[src/logic/ext_decode_pkg.sv]
// constants, types and state codes for the extended instruction decoder
package ext_decode_pkg;
  localparam int PTR_W = 12;
  localparam int DATA_W = 8;
  localparam int WORD_W = 16;
  localparam int NUM_PTR = 3;
  localparam logic [7:0] OPC_PTR_ADD = 8'hE8;
  localparam logic [7:0] OPC_PTR_SUB = 8'hE9;
  localparam logic [7:0] OPC_PUSH = 8'hEA;
  localparam logic [7:0] OPC_MOVE = 8'hEB;
  localparam logic [15:0] OPC_CALL_WORK = 16'h0014;
  localparam logic [3:0] OPC_SECOND = 4'hF;
  localparam logic [1:0] SEL_PTR2 = 2'h3;
  localparam logic [PTR_W-1:0] PTR_RST = 12'h000;
  localparam logic [7:0] IDX_LIMIT = 8'h5F;
  localparam logic [WORD_W-1:0] WORD_RST = 16'h0000;
  localparam int MOVE_MODE_BIT = 7;
  localparam int ACCESS_BIT = 8;

  typedef enum logic [2:0] {ST_IDLE, ST_RET, ST_CALL, ST_MV_RD, ST_MV_CAP, ST_MV_W2} dec_state_type;

  typedef struct packed {
    logic rd;
    logic wr;
    logic [PTR_W-1:0] addr;
    logic [DATA_W-1:0] wdata;
  } mem_req_type;

  typedef struct packed {
    logic call;
    logic ret;
    logic [DATA_W-1:0] target;
  } flow_type;

  typedef struct packed {
    logic valid;
    logic [WORD_W-1:0] word;
    logic idx_en;
    logic [PTR_W-1:0] idx_addr;
  } std_op_type;
endpackage : ext_decode_pkg

[src/logic/extended_instruction_decoder.sv]
// decode and execution of the extended instruction set
`timescale 1ns/10ps
module extended_instruction_decoder
  import ext_decode_pkg::*;
(
  // clock and reset
  input wire logic clk_sys_in,
  input wire logic srst_in,
  // configuration
  input wire logic extension_config_bit_in,
  // instruction fetch
  input wire logic instr_valid_in,
  input wire logic [WORD_W-1:0] instr_word_in,
  output logic instr_ready_out,
  // core datapath
  input wire logic [DATA_W-1:0] working_register_in,
  input wire logic [DATA_W-1:0] mem_rdata_in,
  output mem_req_type mem_req_out,
  output flow_type flow_out,
  output std_op_type std_op_out,
  output logic ext_done_out,
  output logic [PTR_W-1:0] ptr0_out,
  output logic [PTR_W-1:0] ptr1_out,
  output logic [PTR_W-1:0] pointer_two_out
);

  ////////////////////////////////////////////////////////////////////////////
  // helpers
  function automatic logic [PTR_W-1:0] add_off(input logic [PTR_W-1:0] base, input logic [DATA_W-1:0] off);
    add_off = base + {4'h0, off};
  endfunction : add_off

  function automatic logic is_file_op(input logic [WORD_W-1:0] w);
    is_file_op = ((w[15:12] >= 4'h1) && (w[15:12] <= 4'hB)) || ((w[15:12] == 4'h0) && (w[11:10] != 2'h0));
  endfunction : is_file_op

  function automatic logic [PTR_W-1:0] sub_off(input logic [PTR_W-1:0] base, input logic [DATA_W-1:0] off);
    sub_off = base - {4'h0, off};
  endfunction : sub_off

  function automatic logic [1:0] ptr_index(input logic [1:0] sel);
    ptr_index = (sel == SEL_PTR2) ? 2'h2 : sel;
  endfunction : ptr_index

  ////////////////////////////////////////////////////////////////////////////
  // state
  dec_state_type state_ff;
  dec_state_type nxt_state;
  logic ext_en_ff;
  logic [NUM_PTR-1:0][PTR_W-1:0] ptr_ff;
  logic [NUM_PTR-1:0][PTR_W-1:0] nxt_ptr;
  logic [DATA_W-1:0] mv_data_ff;
  logic [DATA_W-1:0] nxt_mv_data;
  logic mv_idx_ff;
  logic nxt_mv_idx;
  mem_req_type mem_ff;
  mem_req_type nxt_mem;
  flow_type flow_ff;
  flow_type nxt_flow;
  std_op_type std_ff;
  std_op_type nxt_std;
  logic done_ff;
  logic nxt_done;

  ////////////////////////////////////////////////////////////////////////////
  // decode
  wire logic accept = instr_valid_in && instr_ready_out;
  wire logic [7:0] opc_hi = instr_word_in[15:8];
  wire logic [1:0] ptr_sel = instr_word_in[7:6];
  wire logic [DATA_W-1:0] lit6 = {2'h0, instr_word_in[5:0]};
  wire logic [DATA_W-1:0] lit8 = instr_word_in[7:0];
  wire logic [DATA_W-1:0] off7 = {1'b0, instr_word_in[6:0]};
  wire logic dec_add = ext_en_ff && (opc_hi == OPC_PTR_ADD);
  wire logic dec_sub = ext_en_ff && (opc_hi == OPC_PTR_SUB);
  wire logic dec_push = ext_en_ff && (opc_hi == OPC_PUSH);
  wire logic dec_move = ext_en_ff && (opc_hi == OPC_MOVE);
  wire logic dec_call_work = ext_en_ff && (instr_word_in == OPC_CALL_WORK);
  wire logic is_second = instr_word_in[15:12] == OPC_SECOND;
  wire logic idx_hit = ext_en_ff && is_file_op(instr_word_in) && !instr_word_in[ACCESS_BIT]
    && (lit8 <= IDX_LIMIT);
  wire logic [PTR_W-1:0] idx_addr = add_off(ptr_ff[2], lit8);
  wire logic ret_form = ptr_sel == SEL_PTR2;
  wire logic [1:0] ptr_idx = ptr_index(ptr_sel);
  wire logic [PTR_W-1:0] sel_ptr = ptr_ff[ptr_idx];
  wire logic [PTR_W-1:0] sel_sum = add_off(sel_ptr, lit6);
  wire logic [PTR_W-1:0] sel_dif = sub_off(sel_ptr, lit6);
  wire logic [PTR_W-1:0] mv_src = add_off(ptr_ff[2], off7);
  wire logic [PTR_W-1:0] mv_dst_idx = add_off(ptr_ff[2], off7);
  wire logic [PTR_W-1:0] mv_dst_abs = instr_word_in[PTR_W-1:0];

  assign instr_ready_out = (state_ff == ST_IDLE) || (state_ff == ST_MV_W2);

  ////////////////////////////////////////////////////////////////////////////
  // next state
  always_comb
  begin
    nxt_state = state_ff;
    nxt_ptr = ptr_ff;
    nxt_mv_data = mv_data_ff;
    nxt_mv_idx = mv_idx_ff;
    nxt_mem = '0;
    nxt_flow = '0;
    nxt_std = '0;
    nxt_done = 1'b0;
    case (state_ff)
      ST_IDLE:
      begin
        if (accept)
        begin
          if (dec_add)
          begin
            nxt_ptr[ptr_idx] = sel_sum;
            nxt_done = !ret_form;
            if (ret_form)
            begin
              nxt_state = ST_RET;
            end
          end
          else if (dec_sub)
          begin
            nxt_ptr[ptr_idx] = sel_dif;
            nxt_done = !ret_form;
            if (ret_form)
            begin
              nxt_state = ST_RET;
            end
          end
          else if (dec_push)
          begin
            nxt_mem.wr = 1'b1;
            nxt_mem.addr = ptr_ff[2];
            nxt_mem.wdata = lit8;
            nxt_ptr[2] = sub_off(ptr_ff[2], 8'h01);
            nxt_done = 1'b1;
          end
          else if (dec_call_work)
          begin
            nxt_flow.call = 1'b1;
            nxt_flow.target = working_register_in;
            nxt_state = ST_CALL;
          end
          else if (dec_move)
          begin
            nxt_mem.rd = 1'b1;
            nxt_mem.addr = mv_src;
            nxt_mv_idx = instr_word_in[MOVE_MODE_BIT];
            nxt_state = ST_MV_RD;
          end
          else
          begin
            nxt_std.valid = 1'b1;
            nxt_std.word = instr_word_in;
            nxt_std.idx_en = idx_hit;
            nxt_std.idx_addr = idx_hit ? idx_addr : PTR_RST;
          end
        end
      end
      ST_RET:
      begin
        nxt_flow.ret = 1'b1;
        nxt_done = 1'b1;
        nxt_state = ST_IDLE;
      end
      ST_CALL:
      begin
        nxt_done = 1'b1;
        nxt_state = ST_IDLE;
      end
      ST_MV_RD:
      begin
        nxt_state = ST_MV_CAP;
      end
      ST_MV_CAP:
      begin
        nxt_mv_data = mem_rdata_in;
        nxt_state = ST_MV_W2;
      end
      ST_MV_W2:
      begin
        if (accept)
        begin
          nxt_state = ST_IDLE;
          nxt_done = 1'b1;
          if (is_second)
          begin
            nxt_mem.wr = 1'b1;
            nxt_mem.addr = mv_idx_ff ? mv_dst_idx : mv_dst_abs;
            nxt_mem.wdata = mv_data_ff;
          end
        end
      end
      default:
      begin
        nxt_state = ST_IDLE;
      end
    endcase
  end

  ////////////////////////////////////////////////////////////////////////////
  // registers
  always_ff @(posedge clk_sys_in)
  begin
    if (srst_in)
    begin
      ext_en_ff <= extension_config_bit_in;
    end
  end

  always_ff @(posedge clk_sys_in)
  begin
    if (srst_in)
    begin
      state_ff <= ST_IDLE;
    end
    else
    begin
      state_ff <= nxt_state;
    end
  end

  always_ff @(posedge clk_sys_in)
  begin
    if (srst_in)
    begin
      ptr_ff <= {NUM_PTR{PTR_RST}};
    end
    else
    begin
      ptr_ff <= nxt_ptr;
    end
  end

  always_ff @(posedge clk_sys_in)
  begin
    if (srst_in)
    begin
      mv_data_ff <= '0;
    end
    else
    begin
      mv_data_ff <= nxt_mv_data;
    end
  end

  always_ff @(posedge clk_sys_in)
  begin
    if (srst_in)
    begin
      mv_idx_ff <= 1'b0;
    end
    else
    begin
      mv_idx_ff <= nxt_mv_idx;
    end
  end

  always_ff @(posedge clk_sys_in)
  begin
    if (srst_in)
    begin
      mem_ff <= '0;
    end
    else
    begin
      mem_ff <= nxt_mem;
    end
  end

  always_ff @(posedge clk_sys_in)
  begin
    if (srst_in)
    begin
      flow_ff <= '0;
    end
    else
    begin
      flow_ff <= nxt_flow;
    end
  end

  always_ff @(posedge clk_sys_in)
  begin
    if (srst_in)
    begin
      std_ff <= '0;
    end
    else
    begin
      std_ff <= nxt_std;
    end
  end

  always_ff @(posedge clk_sys_in)
  begin
    if (srst_in)
    begin
      done_ff <= 1'b0;
    end
    else
    begin
      done_ff <= nxt_done;
    end
  end

  ////////////////////////////////////////////////////////////////////////////
  // outputs
  assign mem_req_out = mem_ff;
  assign flow_out = flow_ff;
  assign std_op_out = std_ff;
  assign ext_done_out = done_ff;
  assign ptr0_out = ptr_ff[0];
  assign ptr1_out = ptr_ff[1];
  assign pointer_two_out = ptr_ff[2];

endmodule : extended_instruction_decoder

[config.mk]
export PLATFORM = sky130hd
export DESIGN_NAME = extended_instruction_decoder
export DESIGN_NICKNAME = d
export VERILOG_FILES = /design/src/logic/ext_decode_pkg.sv /design/src/logic/extended_instruction_decoder.sv
export SDC_FILE = /design/constraint.sdc
export NUM_CORES = 1
export LEC_CHECK = 0
export BUFFER_PORTS_ARGS = -buffer_cell sky130_fd_sc_hd__buf_2
export CAP_MARGIN = 40
export CELL_PAD_IN_SITES_DETAIL_PLACEMENT = 1
export CELL_PAD_IN_SITES_GLOBAL_PLACEMENT = 1
export CORE_ASPECT_RATIO = 0.7
export CORE_MARGIN = 1
export CORE_UTILIZATION = 44
export CTS_CLUSTER_SIZE = 40
export DETAILED_ROUTE_END_ITERATION = 8
export PLACE_DENSITY_LB_ADDON = 0.1
export REMOVE_ABC_BUFFERS = 1
export SYNTH_ARGS = -nofsm -noshare
export SYNTH_HDL_FRONTEND = slang
export SYNTH_SLANG_ARGS = --single-unit
[constraint.sdc]
create_clock -name clk_sys_in -period 5 [get_ports clk_sys_in]
set_clock_uncertainty 0.05 [all_clocks]
set_input_delay 0.25 -clock clk_sys_in [delete_from_list [all_inputs] [get_ports clk_sys_in]]
set_output_delay 0.25 -clock clk_sys_in [all_outputs]
set_load 0.03 [all_outputs]
==> impl_metrics.json <==
{
  "antenna_cells_inserted": 0,
  "detail_route.drc_violations": 0,
  "postSynth.asyncResetShare_pct": 0,
  "total_die_area_mm2": 0.01455,
  "share_of_the_clock_period_used_by_the_worst_path_after_layout_pct": 70.49,
  "hpwlAfterDp_um": 14920,
  "tightest_slew_ns": 0.8420,
  "power.leakage_nw": 3.024,
  "worst_reg2reg_startpoint": "ptr0_out[1]",
  "switching_share_pct": 25.91,
  "hold_path_end": "ext_en_ff",
  "clkTransAtPathRegs_ns": 0.08,
  "synthesis.area_mm2": 0.006187,
  "worstHoldPathCells": 1,
  "area_delta_synth_final_pct": 16.74,
  "io_buffer_count": 135,
  "report.final.hold_viol_count": 0,
  "worstPathMaxFanout": 23,
  "comb_power_share_pct": 8.6,
  "timing.critical_path.required_ns": 5.25,
  "yosys_warnings": 0,
  "timing.setup.tns_ns": 0,
  "worst_setup_path_start_kind": "input pin",
  "grt_start_max_net_pins": 61,
  "met2WireLength_um": 9125,
  "drv_slew": 0,
  "fin_area_mm2": 0.007223,
  "std_cell_rows": 35,
  "final-instance-count-excl-fill": 1018,
  "cts.sink_count": 112,
  "synth_enable_flop_cells": 1,
  "gp_congestion": 0.8508,
  "maxClockFrequency_ghz": 0.2837,
  "critPathBufInv": 2,
  "worst_ir_drop_vdd_mv": 0.1779,
  "net-switching-power_w": 0.0004704,
  "detail_route.wirelength_um": 20480,
  "dominantRegCellSynth": "dfxtp_1",
  "worst-setup-path-type": "in -> reg",
  "synth_area_per_cell_um2": 8.522,
  "h_tree_lvl_count": 3,
  "wl_met3_um": 1083,
  "cpMaxStageDelayCell": "buf_2",
  "cts_max_path_buffers": 2,
  "placedCellCount": 1003,
  "die_width_um": 143.7,
  "slew_headroom_pct": 43.79,
  "synthesis.instances": 726,
  "power_density_mw_per_mm2": 251.3,
  "met1Wirelength_um": 10030,
  "routed.top_layer": "met4",
  "synth-seq-area-share_pct": 36.40,
  "grt_antenna_before_repair": 0,
  "seqPwrFrac_pct": 49.7,
  "internal_power_w": 0.001345,
  "timing.final.crit_period_ns": 3.525,
  "gr-total-overflow": 0,
  "cp_data_arrival_time_ns": 3.77,
  "clk-insertion-delay-late_ns": 0.35,
  "filler_cell_count": 1650,
  "drt_first_pass_iters": 5,
  "pin_count": 136,
  "max-cap-violations": 0,
  "setup_viol": 0,
  "viasPerCell": 5.790,
  "postRouteAntennaNets": 0,
  "vias_in_the_first_global_route": 5934,
  "detailed_place.area_mm2": 0.006922,
  "hold_class": "in -> reg",
  "clock-root-buffer": "clkbuf_16",
  "reg2reg_depth": 11,
  "run_status": "completed",
  "numCtsBuffers": 9,
  "core_area_mm2": 0.01344,
  "post_cts_resize_count": 0,
  "critical_path.cell_chain": "buf_2, mux2i_1, o21ai_0, inv_1, fa_1, o21bai_1, a21oi_1, o31ai_1, and2_1, a31oi_1, or4_1, nand3_1",
  "hold_path_startpoint": "extension_config_bit_in",
  "floorplan.initialDensity_pct": 46.02,
  "wl_per_cell_um": 20.12,
  "r2r-end": "ptr1_out[10]",
  "p_clk_share_pct": 41.6,
  "timing.reg2reg.setup_slack_ns": 1.69,
  "critical_path.endpoint_type": "flip-flop",
  "chipHeight_um": 101.2,
  "drive_gt1_share_pct": 21.13,
  "vias": 5894,
  "dr.first_iter.drc_count": 389,
  "postCtsHoldBufs": 0,
  "cts_tree": "done",
  "post_cts.repair.setup_buffers": 0,
  "nets": 890,
  "cpPeakStageDelay_ns": 0.57,
  "yosysUniqueCellTypes": 74,
  "grt_setup_unrepaired": "false",
  "ys_seq_elements": 112,
  "dominant_delay_contributor_by_cell_family_on_the_critical_path": "compound AO/OA/AOI/OAI gates",
  "grt_pass1_wl_um": 32430,
  "grtUsageTotal_pct": 29.16
}
-- stage by stage --
step,util [%],hold slack [ns],worst slack (ns),power (W)
3_5_place_dp,51.48,0.3796,1.204,0.001079
4_1_cts,53.73,0.01115,1.515,0.001827
6_report,53.73,0.01559,1.475,0.001815
2_1_floorplan,-,0.2691,1.953,0.001002
3_3_place_gp,51.45,0.3860,1.399,0.001073
5_1_grt,53.73,0.005592,1.283,0.001871
-- worst reg2reg max path: stages, from the launching register on --
cell	delay [ns]
dfxtp_1	0.36
mux2i_1	0.07
o21ai_0	0.36
inv_1	0.18
fa_1	0.50
o21bai_1	0.19
a21oi_1	0.13
o31ai_1	0.34
and2_1	0.28
a31oi_1	0.16
or4_1	0.54
nand3_1	0.10
-- layer usage --
layer / track usage (%) / up-vias
met5: 0 / -
met4: 7.529 / 0
met3: 4.208 / 18
met2: 46.94 / 188
met1: 41.04 / 2899
li1: - / 2789
-- cell type report --
class                           count  area (um^2)  area share, %
Clock buffer                        9        225.2          3.118
Clock inverter                      6        76.32          1.057
Inverter                           21        78.83          1.091
Multi-Input combinational cell    543         3633          50.30
Sequential cell                   112         2252          31.18
Tap cell                          185        231.5          3.205
Timing Repair Buffer              142        725.7          10.05
-- placed cells by master (no fill, tap or decap), types with 6 or more instances in the layout --
master       n
nand3_1     16
clkbuf_16    9
nand2b_1     9
o21ai_0     41
a21oi_1     37
a31oi_1     10
a22oi_1      8
xnor2_1     22
dfxtp_1    111
nor3_1      20
nor4_1      11
or4_1        6
o21a_1       6
ha_1        22
inv_1       20
a211oi_1    11
o22ai_1      9
mux2i_1     30
xor2_1      18
and2_1      21
nor2b_1     11
nor2_1      70
nand4b_1     7
nand2_1     66
buf_4        6
buf_2      136
nand3b_1    11
-- power groups by stage --
| stage | combinational, W | sequential (W) | clock, W |
|---|---|---|---|
| 2_1_floorplan | 0.0000640 | 0.000938 | 0 |
| 3_3_place_gp | 0.000149 | 0.000924 | 0 |
| 3_5_place_dp | 0.000154 | 0.000924 | 0 |
| 4_1_cts | 0.000156 | 0.000903 | 0.000768 |
| 5_1_grt | 0.000167 | 0.000904 | 0.000799 |
| 6_report | 0.000156 | 0.000903 | 0.000756 |
-- worst max-delay path by stage --
stage	from	end	slack (ns)	cells after the start
2_1_floorplan	ptr1_out[1]	ptr1_out[10]	1.95	11
3_3_place_gp	instr_word_in[6]	ptr1_out[10]	1.40	12
4_1_cts	instr_word_in[6]	ptr1_out[10]	1.51	12
6_report	instr_word_in[6]	ptr1_out[10]	1.48	12
3_5_place_dp	instr_word_in[6]	ptr1_out[10]	1.20	12
5_1_grt	instr_word_in[6]	ptr1_out[10]	1.28	12
-- Yosys cell counts, drive strengths merged, types with 8 or more instances --
cell / n / area (um^2)
clkbuf: 35 / 131.4
xor2: 18 / 157.7
nand2b: 9 / 56.30
ha: 22 / 275.3
nor4: 14 / 106.4
a211oi: 11 / 82.58
nor2b: 11 / 68.82
mux2i: 32 / 336.6
a31oi: 10 / 62.56
nand3: 17 / 97.60
nor2: 70 / 262.8
inv: 20 / 75.07
a22oi: 8 / 60.06
and2: 21 / 131.4
a21oi: 37 / 185.2
dfxtp: 111 / 2222
xnor2: 22 / 192.7
nand2: 66 / 247.7
nand3b: 11 / 82.58
o21ai: 48 / 247.7
o22ai: 9 / 56.30
nor3: 21 / 116.4
buf: 15 / 91.33
-- cell families (layout without fill, tap and decap cells) --
family / Yosys count / in the layout / synth area share (%)
AO/OA/AOI/OAI: 170 / 170 / 18.22
XOR/XNOR: 40 / 40 / 5.662
adder cells (fa/ha/maj): 25 / 25 / 5.420
buffers and inverters: 71 / 178 / 4.873
flip-flops: 112 / 112 / 36.40
multiplexers: 35 / 35 / 5.986
AND/OR/NAND/NOR: 273 / 273 / 23.44
-- registers in the layout, summed over array words and instances (netlist names) --
register	flops
std_op_out	30
mem_req_out	22
pointer_two_out	12
ptr0_out	12
ptr1_out	12
flow_out	10
mv_data_ff	8
state_ff	3
ext_done_out	1
ext_en_ff	1
mv_idx_ff	1
(Power assumes the default switching activity.)
